## config.mk

```make
export PLATFORM = sky130hd
export DESIGN_NAME = mpo_slice
export DESIGN_NICKNAME = d
export VERILOG_FILES = /design/src/mpo_pkg.sv /design/src/mpo_slice.sv /design/src/mpo_shadow.sv /design/src/mpo_carrier.sv
export SDC_FILE = /design/constraint.sdc
export NUM_CORES = 1
export LEC_CHECK = 0
export BUFFER_PORTS_ARGS = -buffer_cell sky130_fd_sc_hd__buf_2
export CELL_PAD_IN_SITES_DETAIL_PLACEMENT = 0
export CELL_PAD_IN_SITES_GLOBAL_PLACEMENT = 1
export CORE_MARGIN = 3
export CORE_UTILIZATION = 48
export DETAILED_ROUTE_END_ITERATION = 7
export GPL_TIMING_DRIVEN = 1
export PLACE_DENSITY_LB_ADDON = 0.15
export SYNTH_ARGS = -nofsm -noshare
export SYNTH_HDL_FRONTEND = slang
export SYNTH_SLANG_ARGS = --single-unit
```

## constraint.sdc

```tcl
create_clock -name sys_clk -period 9.3 [get_ports sys_clk]
set_input_delay 1.395 -clock sys_clk [delete_from_list [all_inputs] [get_ports sys_clk]]
set_output_delay 1.395 -clock sys_clk [all_outputs]
set_load 0.1 [all_outputs]
```

## src/mpo_pkg.sv

```systemverilog
package mpo_pkg;
  localparam int CMP_W = 16;
  localparam int DLY_W = 16;
  localparam int ACT_W = 24;
  localparam int UPM_W = 4;
  localparam int FUPM_W = 6;
  localparam int PRE_W = 8;
  localparam int CPRE_W = 4;
  localparam int ADDR_W = 12;
  // register byte offsets
  localparam logic [ADDR_W-1:0] OFF_TIMER_SELECT = 12'h038;
  localparam logic [ADDR_W-1:0] OFF_STAMP_CONFIG = 12'h03c;
  localparam logic [ADDR_W-1:0] OFF_COMPARE_A = 12'h040;
  localparam logic [ADDR_W-1:0] OFF_COMPARE_B = 12'h044;
  localparam logic [ADDR_W-1:0] OFF_TRIGGER_CONFIG = 12'h048;
  localparam logic [ADDR_W-1:0] OFF_SOFTWARE_FORCE = 12'h04c;
  localparam logic [ADDR_W-1:0] OFF_OUT_A_ACTIONS = 12'h050;
  localparam logic [ADDR_W-1:0] OFF_OUT_B_ACTIONS = 12'h054;
  localparam logic [ADDR_W-1:0] OFF_DEADBAND_CONFIG = 12'h058;
  localparam logic [ADDR_W-1:0] OFF_FALL_DELAY = 12'h05c;
  localparam logic [ADDR_W-1:0] OFF_RISE_DELAY = 12'h060;
  localparam logic [ADDR_W-1:0] OFF_CARRIER_CONFIG = 12'h064;
  // operator_timer_select fields
  localparam int TSEL_W = 9;
  localparam int OP0_LSB = 0;
  localparam int OP1_LSB = 2;
  localparam int OP2_LSB = 4;
  localparam int SYNCSEL_LSB = 6;
  // stamp config fields
  localparam int UPM_A_LSB = 0;
  localparam int UPM_B_LSB = 4;
  localparam int PEND_A_BIT = 8;
  localparam int PEND_B_BIT = 9;
  // trigger config fields
  localparam int TRIG_W = 10;
  localparam int CFG_UPM_LSB = 0;
  localparam int T0_SEL_LSB = 4;
  localparam int T1_SEL_LSB = 7;
  // software force fields
  localparam int FORCE_W = 16;
  localparam int CONT_UPM_LSB = 0;
  localparam int CONT_A_LSB = 6;
  localparam int CONT_B_LSB = 8;
  localparam int TOG_A_BIT = 10;
  localparam int SHOT_A_LSB = 11;
  localparam int TOG_B_BIT = 13;
  localparam int SHOT_B_LSB = 14;
  // deadband config fields
  localparam int DT_W = 18;
  localparam int FED_UPM_LSB = 0;
  localparam int RED_UPM_LSB = 4;
  localparam int DEB_MODE_BIT = 8;
  localparam int DT_CLKSEL_BIT = 17;
  localparam logic [DT_W-1:0] DT_CFG_RST = 18'h18000;
  // carrier config fields
  localparam int CAR_W = 14;
  localparam int CAR_EN_BIT = 0;
  localparam int CAR_PRE_LSB = 1;
  localparam int CAR_DUTY_LSB = 5;
  localparam int CAR_OSH_LSB = 8;
  localparam int CAR_OUTINV_BIT = 12;
  localparam int CAR_ININV_BIT = 13;
  // trigger source codes
  localparam logic [2:0] TRIG_SYNC = 3'h3;
  // action and force codes
  localparam logic [1:0] ACT_LOW = 2'h1;
  localparam logic [1:0] ACT_HIGH = 2'h2;
  localparam logic [1:0] ACT_TOGGLE = 2'h3;
  // sync select codes
  localparam logic [2:0] SYNC_TIMER_FIRST = 3'h1;
  localparam logic [2:0] SYNC_TIMER_LAST = 3'h3;
  localparam logic [2:0] SYNC_EXT_FIRST = 3'h4;
  localparam logic [2:0] SYNC_EXT_LAST = 3'h6;
  // module clock base period vs system clock
  localparam int MOD_BASE_PERIOD_PS = 6250;
  localparam int SYS_PERIOD_PS = 5000;
  localparam int MOD_BASE_CYCLES = (MOD_BASE_PERIOD_PS / SYS_PERIOD_PS) < 1 ? 1 :
                                   (MOD_BASE_PERIOD_PS / SYS_PERIOD_PS);
endpackage

```

## src/mpo_slice.sv

```systemverilog
`timescale 1ns/1ps
`default_nettype none
module mpo_slice
  import mpo_pkg::*;
(
  input wire logic sys_clk,
  input wire logic rst,
  input wire logic psel,
  input wire logic penable,
  input wire logic pwrite,
  input wire logic [mpo_pkg::ADDR_W-1:0] paddr,
  input wire logic [31:0] pwdata,
  output logic [31:0] prdata,
  output logic pready,
  output logic pslverr,
  input wire logic [mpo_pkg::PRE_W-1:0] module_prescale,
  input wire logic [2:0][mpo_pkg::CMP_W-1:0] timer_value,
  input wire logic [2:0][mpo_pkg::CMP_W-1:0] timer_period,
  input wire logic [2:0] timer_down,
  input wire logic [2:0] timer_tick_clock,
  input wire logic [2:0] timer_sync_out,
  input wire logic [2:0] timer_sync_taken,
  input wire logic [2:0] external_sync_line,
  input wire logic [2:0] fault_trigger,
  output logic timer0_sync_in,
  output logic [1:0] op1_timing_source,
  output logic [1:0] op2_timing_source,
  output logic gen0_output_a,
  output logic gen0_output_b
);
  typedef struct packed {
    logic [2:0] ext_s1;
    logic [2:0] ext_s2;
    logic [31:0] prdata;
    logic pslverr;
    logic [PRE_W-1:0] mod_cnt;
    logic [TSEL_W-1:0] tsel;
    logic [7:0] upm_ab;
    logic [TRIG_W-1:0] trig;
    logic [FORCE_W-1:0] force_cfg;
    logic [DT_W-1:0] dt;
    logic [CAR_W-1:0] car;
    logic [1:0] tog_last;
    logic sync_out;
    logic out_a;
    logic out_b;
    logic dta_out;
    logic [DLY_W-1:0] dta_cnt;
    logic dtb_out;
    logic [DLY_W-1:0] dtb_cnt;
  } mpo_state_s;

  mpo_state_s s;
  mpo_state_s next_s;

  function automatic logic [1:0] timer_index(input logic [1:0] code);
    // code 3 is not defined; it falls back to timer 0
    return (code > 2'h2) ? 2'h0 : code;
  endfunction

  function automatic logic trig_source(input logic [2:0] code, input logic [2:0] faults,
                                       input logic sync_ev);
    if (code < TRIG_SYNC) begin
      return faults[code[1:0]];
    end
    return (code == TRIG_SYNC) ? sync_ev : 1'b0;
  endfunction

  function automatic logic apply_action(input logic cur, input logic [1:0] code);
    case (code)
      ACT_LOW: return 1'b0;
      ACT_HIGH: return 1'b1;
      ACT_TOGGLE: return ~cur;
      default: return cur;
    endcase
  endfunction

  // later events in the list win when several land in one cycle
  function automatic logic gen_step(input logic cur, input logic [11:0] acts,
                                    input logic [5:0] evs, input logic shot_ev,
                                    input logic [1:0] shot_lvl, input logic [1:0] cont);
    logic v;
    v = cur;
    for (int i = 0; i < 6; i++) begin
      if (evs[i]) begin
        v = apply_action(v, acts[2*i +: 2]);
      end
    end
    if (shot_ev && (shot_lvl == ACT_LOW || shot_lvl == ACT_HIGH)) begin
      v = (shot_lvl == ACT_HIGH);
    end
    if (cont == ACT_LOW || cont == ACT_HIGH) begin
      v = (cont == ACT_HIGH);
    end
    return v;
  endfunction

  // returns {out, count}; an edge is passed once the count reaches its delay
  function automatic logic [DLY_W:0] edge_step(input logic in, input logic out,
                                               input logic [DLY_W-1:0] cnt, input logic tick,
                                               input logic [DLY_W-1:0] rise_d,
                                               input logic [DLY_W-1:0] fall_d,
                                               input logic use_rise, input logic use_fall);
    logic [DLY_W-1:0] lim;
    logic use_d;
    lim = in ? rise_d : fall_d;
    use_d = in ? use_rise : use_fall;
    if (in == out) begin
      return {out, {DLY_W{1'b0}}};
    end
    if (!use_d || cnt >= lim) begin
      return {in, {DLY_W{1'b0}}};
    end
    return {out, tick ? cnt + 16'h1 : cnt};
  endfunction

  logic mod_tick;
  logic [1:0] tidx;
  logic [CMP_W-1:0] tval;
  logic tick;
  logic sync_ev;
  logic zero_ev;
  logic period_ev;
  logic cmp_a_ev;
  logic cmp_b_ev;
  logic t0_ev;
  logic t1_ev;
  logic [2:0] ev3;
  logic [4:0] ev5;
  logic [5:0] evs;
  logic dtick;
  logic wr;
  logic [ADDR_W-1:0] waddr;
  logic wr_cmp_a;
  logic wr_cmp_b;
  logic wr_act_a;
  logic wr_act_b;
  logic wr_force;
  logic wr_fed;
  logic wr_red;
  logic [2:0] ssel;
  logic [CMP_W-1:0] cmp_a_sh;
  logic [CMP_W-1:0] cmp_a;
  logic [CMP_W-1:0] cmp_b_sh;
  logic [CMP_W-1:0] cmp_b;
  logic pend_a;
  logic pend_b;
  logic [ACT_W-1:0] act_a_sh;
  logic [ACT_W-1:0] act_a;
  logic [ACT_W-1:0] act_b_sh;
  logic [ACT_W-1:0] act_b;
  logic [3:0] cont;
  logic [DLY_W-1:0] fed_sh;
  logic [DLY_W-1:0] fed;
  logic [DLY_W-1:0] red_sh;
  logic [DLY_W-1:0] rising_edge_delay;
  logic [1:0] car_out;

  assign wr = psel && penable && pwrite;
  assign waddr = paddr;
  assign wr_cmp_a = wr && waddr == OFF_COMPARE_A;
  assign wr_cmp_b = wr && waddr == OFF_COMPARE_B;
  assign wr_act_a = wr && waddr == OFF_OUT_A_ACTIONS;
  assign wr_act_b = wr && waddr == OFF_OUT_B_ACTIONS;
  assign wr_force = wr && waddr == OFF_SOFTWARE_FORCE;
  assign wr_fed = wr && waddr == OFF_FALL_DELAY;
  assign wr_red = wr && waddr == OFF_RISE_DELAY;

  // the base tick is one system cycle; the printed base is slightly longer
  assign mod_tick = (s.mod_cnt == module_prescale);
  assign tidx = timer_index(s.tsel[OP0_LSB +: 2]);
  assign tval = timer_value[tidx];
  assign tick = timer_tick_clock[tidx];
  assign sync_ev = timer_sync_taken[tidx];
  // zero, period and compare events are qualified by the timer tick so a held count fires only once
  assign zero_ev = tick && tval == '0;
  assign period_ev = tick && tval == timer_period[tidx];
  assign cmp_a_ev = tick && tval == cmp_a;
  assign cmp_b_ev = tick && tval == cmp_b;
  assign t0_ev = trig_source(s.trig[T0_SEL_LSB +: 3], fault_trigger, sync_ev);
  assign t1_ev = trig_source(s.trig[T1_SEL_LSB +: 3], fault_trigger, sync_ev);
  assign ev3 = {sync_ev, period_ev, zero_ev};
  assign ev5 = {sync_ev, cmp_b_ev, cmp_a_ev, period_ev, zero_ev};
  assign evs = {t1_ev, t0_ev, cmp_b_ev, cmp_a_ev, period_ev, zero_ev};
  assign dtick = s.dt[DT_CLKSEL_BIT] ? tick : mod_tick;
  assign ssel = s.tsel[SYNCSEL_LSB +: 3];

  mpo_shadow #(.W(CMP_W), .MW(UPM_W)) u_cmp_a (
    .sys_clk(sys_clk), .rst(rst), .wr(wr_cmp_a), .wdata(pwdata[CMP_W-1:0]),
    .method(s.upm_ab[UPM_A_LSB +: UPM_W]), .events(ev3),
    .shadow(cmp_a_sh), .active(cmp_a), .pending(pend_a));
  mpo_shadow #(.W(CMP_W), .MW(UPM_W)) u_cmp_b (
    .sys_clk(sys_clk), .rst(rst), .wr(wr_cmp_b), .wdata(pwdata[CMP_W-1:0]),
    .method(s.upm_ab[UPM_B_LSB +: UPM_W]), .events(ev3),
    .shadow(cmp_b_sh), .active(cmp_b), .pending(pend_b));
  mpo_shadow #(.W(ACT_W), .MW(UPM_W)) u_act_a (
    .sys_clk(sys_clk), .rst(rst), .wr(wr_act_a), .wdata(pwdata[ACT_W-1:0]),
    .method(s.trig[CFG_UPM_LSB +: UPM_W]), .events(ev3),
    .shadow(act_a_sh), .active(act_a), .pending());
  mpo_shadow #(.W(ACT_W), .MW(UPM_W)) u_act_b (
    .sys_clk(sys_clk), .rst(rst), .wr(wr_act_b), .wdata(pwdata[ACT_W-1:0]),
    .method(s.trig[CFG_UPM_LSB +: UPM_W]), .events(ev3),
    .shadow(act_b_sh), .active(act_b), .pending());
  mpo_shadow #(.W(4), .MW(FUPM_W)) u_cont (
    .sys_clk(sys_clk), .rst(rst), .wr(wr_force), .wdata(pwdata[CONT_A_LSB +: 4]),
    .method(s.force_cfg[CONT_UPM_LSB +: FUPM_W]), .events(ev5),
    .shadow(), .active(cont), .pending());
  mpo_shadow #(.W(DLY_W), .MW(UPM_W)) u_fed (
    .sys_clk(sys_clk), .rst(rst), .wr(wr_fed), .wdata(pwdata[DLY_W-1:0]),
    .method(s.dt[FED_UPM_LSB +: UPM_W]), .events(ev3),
    .shadow(fed_sh), .active(fed), .pending());
  mpo_shadow #(.W(DLY_W), .MW(UPM_W)) u_red (
    .sys_clk(sys_clk), .rst(rst), .wr(wr_red), .wdata(pwdata[DLY_W-1:0]),
    .method(s.dt[RED_UPM_LSB +: UPM_W]), .events(ev3),
    .shadow(red_sh), .active(rising_edge_delay), .pending());

  mpo_carrier u_carrier (
    .sys_clk(sys_clk), .rst(rst), .mod_tick(mod_tick), .cfg(s.car),
    .in_ab({s.dtb_out, s.dta_out}), .out_ab(car_out));

  always_comb begin
    next_s = s;
    next_s.ext_s1 = external_sync_line;
    next_s.ext_s2 = s.ext_s1;
    next_s.mod_cnt = mod_tick ? '0 : s.mod_cnt + 8'h1;
    if (ssel >= SYNC_TIMER_FIRST && ssel <= SYNC_TIMER_LAST) begin
      next_s.sync_out = timer_sync_out[2'(ssel - SYNC_TIMER_FIRST)];
    end else if (ssel >= SYNC_EXT_FIRST && ssel <= SYNC_EXT_LAST) begin
      next_s.sync_out = s.ext_s2[2'(ssel - SYNC_EXT_FIRST)];
    end else begin
      next_s.sync_out = 1'b0;
    end
    // a toggle of the one-shot bit is one force event
    next_s.tog_last = {s.force_cfg[TOG_B_BIT], s.force_cfg[TOG_A_BIT]};
    next_s.out_a = gen_step(s.out_a, timer_down[tidx] ? act_a[23:12] : act_a[11:0], evs,
                            s.force_cfg[TOG_A_BIT] != s.tog_last[0],
                            s.force_cfg[SHOT_A_LSB +: 2], cont[1:0]);
    next_s.out_b = gen_step(s.out_b, timer_down[tidx] ? act_b[23:12] : act_b[11:0], evs,
                            s.force_cfg[TOG_B_BIT] != s.tog_last[1],
                            s.force_cfg[SHOT_B_LSB +: 2], cont[3:2]);
    // A takes the rise delay only in split mode; B always takes the fall delay
    {next_s.dta_out, next_s.dta_cnt} = edge_step(s.out_a, s.dta_out, s.dta_cnt, dtick,
                                                 rising_edge_delay, fed, !s.dt[DEB_MODE_BIT], 1'b0);
    {next_s.dtb_out, next_s.dtb_cnt} = edge_step(s.out_b, s.dtb_out, s.dtb_cnt, dtick,
                                                 rising_edge_delay, fed, s.dt[DEB_MODE_BIT], 1'b1);
    // register writes at the access edge
    if (wr) begin
      case (waddr)
        OFF_TIMER_SELECT: next_s.tsel = pwdata[TSEL_W-1:0];
        OFF_STAMP_CONFIG: next_s.upm_ab = pwdata[7:0];
        OFF_TRIGGER_CONFIG: next_s.trig = pwdata[TRIG_W-1:0];
        OFF_SOFTWARE_FORCE: next_s.force_cfg = pwdata[FORCE_W-1:0];
        OFF_DEADBAND_CONFIG: next_s.dt = pwdata[DT_W-1:0];
        OFF_CARRIER_CONFIG: next_s.car = pwdata[CAR_W-1:0];
        default: next_s.tsel = s.tsel;
      endcase
    end
    // read data is captured in the setup cycle so prdata comes from a flop
    if (psel && !penable) begin
      next_s.pslverr = 1'b0;
      next_s.prdata = '0;
      case (paddr)
        OFF_TIMER_SELECT: next_s.prdata = 32'(s.tsel);
        OFF_STAMP_CONFIG: next_s.prdata = 32'({pend_b, pend_a, s.upm_ab});
        OFF_COMPARE_A: next_s.prdata = 32'(cmp_a_sh);
        OFF_COMPARE_B: next_s.prdata = 32'(cmp_b_sh);
        OFF_TRIGGER_CONFIG: next_s.prdata = 32'(s.trig);
        OFF_SOFTWARE_FORCE: next_s.prdata = 32'(s.force_cfg);
        OFF_OUT_A_ACTIONS: next_s.prdata = 32'(act_a_sh);
        OFF_OUT_B_ACTIONS: next_s.prdata = 32'(act_b_sh);
        OFF_DEADBAND_CONFIG: next_s.prdata = 32'(s.dt);
        OFF_FALL_DELAY: next_s.prdata = 32'(fed_sh);
        OFF_RISE_DELAY: next_s.prdata = 32'(red_sh);
        OFF_CARRIER_CONFIG: next_s.prdata = 32'(s.car);
        default: next_s.pslverr = 1'b1;
      endcase
    end
  end

  always_ff @(posedge sys_clk) begin
    if (rst) begin
      s <= '0;
      s.dt <= DT_CFG_RST;
    end else begin
      s <= next_s;
    end
  end

  assign prdata = s.prdata;
  assign pready = psel && penable;
  assign pslverr = psel && penable && s.pslverr;
  assign timer0_sync_in = s.sync_out;
  assign op1_timing_source = s.tsel[OP1_LSB +: 2];
  assign op2_timing_source = s.tsel[OP2_LSB +: 2];
  assign gen0_output_a = car_out[0];
  assign gen0_output_b = car_out[1];
endmodule
`default_nettype wire

```

## src/mpo_shadow.sv

```systemverilog
`timescale 1ns/1ps
`default_nettype none
module mpo_shadow #(
  parameter int W = 16,
  parameter int MW = 4
) (
  input wire logic sys_clk,
  input wire logic rst,
  input wire logic wr,
  input wire logic [W-1:0] wdata,
  input wire logic [MW-1:0] method,
  input wire logic [MW-2:0] events,
  output logic [W-1:0] shadow,
  output logic [W-1:0] active,
  output logic pending
);
  typedef struct packed {
    logic [W-1:0] shadow;
    logic [W-1:0] active;
    logic pending;
  } mpo_shadow_s;

  mpo_shadow_s s;
  mpo_shadow_s next_s;

  always_comb begin
    next_s = s;
    // all-zero method transfers on the next edge; top bit blocks any transfer
    if (s.pending && (method == '0 ||
        (!method[MW-1] && |(method[MW-2:0] & events)))) begin
      next_s.active = s.shadow;
      next_s.pending = 1'b0;
    end
    // a new write wins over a transfer in the same cycle so nothing is lost
    if (wr) begin
      next_s.shadow = wdata;
      next_s.pending = 1'b1;
    end
  end

  always_ff @(posedge sys_clk) begin
    if (rst) begin
      s <= '0;
    end else begin
      s <= next_s;
    end
  end

  assign shadow = s.shadow;
  assign active = s.active;
  assign pending = s.pending;
endmodule
`default_nettype wire

```

## src/mpo_carrier.sv

```systemverilog
`timescale 1ns/1ps
`default_nettype none
module mpo_carrier
  import mpo_pkg::*;
(
  input wire logic sys_clk,
  input wire logic rst,
  input wire logic mod_tick,
  input wire logic [mpo_pkg::CAR_W-1:0] cfg,
  input wire logic [1:0] in_ab,
  output logic [1:0] out_ab
);
  typedef struct packed {
    logic [CPRE_W-1:0] pre_cnt;
    logic [2:0] phase;
    logic [1:0] in_last;
    logic [1:0][3:0] shot;
    logic [1:0] out;
  } mpo_carrier_s;

  mpo_carrier_s s;
  mpo_carrier_s next_s;
  logic ctick;
  logic [1:0] src;
  logic carrier_hi;

  always_comb begin
    next_s = s;
    ctick = mod_tick && (s.pre_cnt == cfg[CAR_PRE_LSB +: CPRE_W]);
    if (mod_tick) begin
      next_s.pre_cnt = ctick ? '0 : s.pre_cnt + 4'h1;
    end
    if (ctick) begin
      next_s.phase = s.phase + 3'h1;
    end
    carrier_hi = ({1'b0, s.phase} < {1'b0, cfg[CAR_DUTY_LSB +: 3]});
    src = cfg[CAR_ININV_BIT] ? ~in_ab : in_ab;
    next_s.in_last = src;
    for (int i = 0; i < 2; i++) begin
      if (src[i] && !s.in_last[i]) begin
        next_s.shot[i] = cfg[CAR_OSH_LSB +: 4];
      end else if (ctick && s.shot[i] != '0) begin
        next_s.shot[i] = s.shot[i] - 4'h1;
      end
      if (cfg[CAR_EN_BIT]) begin
        next_s.out[i] = (src[i] && (s.shot[i] != '0 || carrier_hi)) ^ cfg[CAR_OUTINV_BIT];
      end else begin
        next_s.out[i] = in_ab[i];
      end
    end
  end

  always_ff @(posedge sys_clk) begin
    if (rst) begin
      s <= '0;
    end else begin
      s <= next_s;
    end
  end

  assign out_ab = s.out;
endmodule
`default_nettype wire

```

==> key figures <==
Outcome
  • Status: finished, final reports clean

Worst hold path
  • Hold Startpoint: next_s[155]
  • Hold Crit Class: reg -> reg

GRT
  • GRT Total Usage: 0.2945
  • Initial antenna violation count: 4
  • Vias in the first global route: between 15000 and 20000
  • First-pass GRT wire length: between 100000 and 150000 um
  • Largest net degree at the start of global routing: approximately 220
  • Gr ovfl total: 0

Worst setup path
  • R2R setup slack: around 4.0 ns
  • Crit end category: register
  • CP Class: reg -> reg
  • CP startpoint: s[106]
  • Crit start category: register
  • Data arrival, critical path: 5.66 ns
  • FF-to-FF Start: s[106]
  • CP required: around 9.7 ns
  • Critical path fanouts, max: 70

Power and ir drop
  • Peak VDD IR: 0.0001222 V
  • Pleak: 7.689 nW
  • Power, Total: around 3.8 mW
  • PD cells: around 170 mW/mm2

Floorplan
  • Die Ht: around 210 um
  • Area of the core: 0.04028 mm2
  • Die X: 209.4 um
  • Starting density of the core: 0.4930
  • Total die area: ~0.044 mm2
  • Io pins: between 200 and 250
  • Row cnt: 73

Detailed routing
  • # DRC: 0
  • WL final: 67070 um
  • First DRT Iteration DRCs: slightly below 2000
  • Antenna Nets Post-Route: 0
  • Drt wl/cell: approximately 22 um
  • Via-per-instance ratio: approximately 5.8
  • Via Count: approximately 18000
  • Drt pass-1 iters: 6

Yosys
  • Synth Area in XOR/XNOR: 0.04763
  • Yosys warnings: 0
  • Top post-synthesis cells by count: nand2_1, dfxtp_1, a21oi_1
  • Synthesized flop and latch total: between 400 and 500
  • Top-area cell type share of the netlist area: 0.4103
  • Async SR Flop Fraction: 0
  • Combinational family with the most area after synthesis: simple AND/OR/NAND/NOR gates
  • Count leader, synth: nand2_1
  • Distinct cells, synth: 70
  • Synth Flop Type: dfxtp_1
  • Syn Inst Count: 2391
  • Simple-Gate Fraction of Synth Area: 0.1952
  • Multiplexer area fraction after synthesis: 0.1237
  • Syn_area_per_cell: approximately 8.3 um2
  • Number of synthesized flops with an enable pin: 0
  • Synth Cell Area: a little under 0.02 mm2
  • Adder-cell area share of the yosys netlist: 0.03024
  • Share of the yosys chip area belonging to registers: 0.4103
  • Most area-consuming cells after synthesis: dfxtp_1, mux2i_1, nand2_1
  • Compound-Gate Fraction of Synth Area: 0.1421
  • Synth area leader: dfxtp_1

Cells and area
  • Area Growth Syn to Fin: 13.18%
  • Multi-input combinational cell area: around 0.011 mm2
  • Share of layout cells above drive strength 1: 0.1390
  • Filler cells: roughly 3700
  • Reg area: roughly 0.0082 mm2
  • Fin util: 0.5580
  • # nets final: 2705

CTS
  • # Post-CTS Setup Buffers: 0
  • Post-CTS Hold Buffers: 0
  • Max Root-Sink Buffers: 3
  • CTS tree: built
  • H-tree levels: 2
  • Post-CTS sizing: 0
  • Clk slew on worst S/H paths: about 0.06 ns
  • Clock sinks: between 400 and 500
  • Clock Tree Root: clkbuf_16
  • Number of CTS-inserted buffers: 46
  • Worst skew pair latency: 0.58 ns

Placed design
  • GP Congestion: ~0.91
  • IO Port Bufs: slightly below 200
  • Dpl hpwl: between 40000 and 50000 um
  • Place WS: between 3 and 4 ns

Timing
  • Finish-stage setup viols: 0
  • Clk_skew: approximately 0.033 ns
  • Fin. Hold Viols: 0
  • RSZ-0062 raised after global routing: no
  • Max-slew headroom: 0.07894
  • Min Clock Period, post-route: about 5.3 ns
  • Crit share post-route: 0.5660
  • Setup TNS: 0 ns
  • Fin worst setup slack: roughly 4 ns
  • Worst slew pin tran: between 1 and 1.5 ns
  • Slew Viols, Final: 0
  • Fmax: roughly 190 MHz

Job
  • # Max-Cap Violations: 0
metal layers:
| layer | track usage | part of all wire | vias up |
|---|---|---|---|
| met3 | 0.05695 | 0.081 | 132 |
| met1 | 0.4010 | 0.43 | 8389 |
| met2 | 0.4717 | 0.45 | 682 |
| met5 | 0 | 0 | - |
| li1 | - | - | 8408 |
| met4 | 0.09607 | 0.035 | 0 |
worst max-delay path: stages, from the launching register on:
cell     delay, ns
dfxtp_4       0.40
buf_4         0.80
mux2i_1       0.27
mux2i_1       0.27
nor4_1        0.40
nand3_1       0.28
nor2_1        0.62
nand2_1       0.13
a31oi_1       0.70
nand2_1       0.76
nand2_1       0.29
a21oi_1       0.09
power by group:
group	total (mW)	switching (mW)	internal (mW)
sequential	1.76	0.00607	1.75
clock	1.85	0.745	1.11
combinational	0.216	0.156	0.0595
total	3.83	0.907	2.92
cell usage in the layout (no fill, tap or decap), types with 9 or more instances in the layout:
| master | netlist | layout |
|---|---|---|
| nand2b_1 | 12 | 12 |
| a221oi_1 | 9 | 9 |
| a211oi_1 | 15 | 15 |
| dfxtp_1 | 407 | 405 |
| o22ai_1 | 9 | 9 |
| buf_4 | 41 | 31 |
| mux2i_1 | 227 | 227 |
| xnor2_1 | 54 | 54 |
| a31oi_1 | 10 | 10 |
| nor2b_1 | 18 | 17 |
| buf_2 | 19 | 194 |
| nand4_1 | 30 | 30 |
| a21oi_1 | 270 | 270 |
| a22oi_1 | 63 | 63 |
| mux2_2 | 11 | 11 |
| ha_1 | 48 | 48 |
| nor4_1 | 12 | 12 |
| nor2_1 | 185 | 182 |
| a222oi_1 | 11 | 11 |
| clkbuf_16 | 0 | 46 |
| xor2_1 | 54 | 54 |
| clkbuf_8 | 0 | 15 |
| a22o_1 | 10 | 10 |
| nor3_1 | 40 | 34 |
| nand3_1 | 33 | 33 |
| nand2_1 | 539 | 539 |
| and3_1 | 11 | 11 |
| a21o_1 | 17 | 17 |
| o21ai_0 | 18 | 18 |
| inv_1 | 22 | 22 |
area by class of cell:
type	instances	area share
inverter	22	0.003674
timing repair buffer	227	0.05511
clock inverter	14	0.007571
tap	525	0.02923
clock buffer	66	0.06123
sequential	407	0.3627
antenna	4	0.0004453
multi-input combinational	1782	0.4800
flip-flops by register name (all words and copies together), names as in the netlist, 16 cells and up:
name / count
u_cmp_a.shadow: 16
u_fed.shadow: 16
u_act_b.shadow: 24
u_cmp_a.active: 16
u_fed.active: 16
u_act_b.active: 24
prdata: 24
u_act_a.active: 24
s: 119
u_carrier.s: 17
u_red.shadow: 16
u_cmp_b.shadow: 16
u_red.active: 16
u_act_a.shadow: 24
u_cmp_b.active: 16
stage by stage:
stage | instances | hold WS (ns) | instance area [um2]
6_report | 3047 | 0.4360 | 22480
5_1_grt | 3045 | 0.4583 | 22470
4_1_cts | 3043 | 0.4455 | 22470
3_5_place_dp | 2963 | 0.4335 | 20920
3_3_place_gp | 2963 | 0.4181 | 20920
2_1_floorplan | 2398 | 0.4138 | 19890
cells by family after synthesis:
family	after synthesis
adders and majority gates	48
AOI/OAI and AO/OA	460
muxes	241
and+or+nand+nor	917
buffers and inverters	209
other	1
xor gates and xnor gates	108
DFF	407
path summary, 6_finish.rpt:
check                       to  cells past startpoint
max reg2reg  u_act_a.active[1]                     11
min reg2reg             s[155]                      1
min                     s[155]                      1
max          u_act_a.active[1]                     11
(Power assumes the default switching activity.)
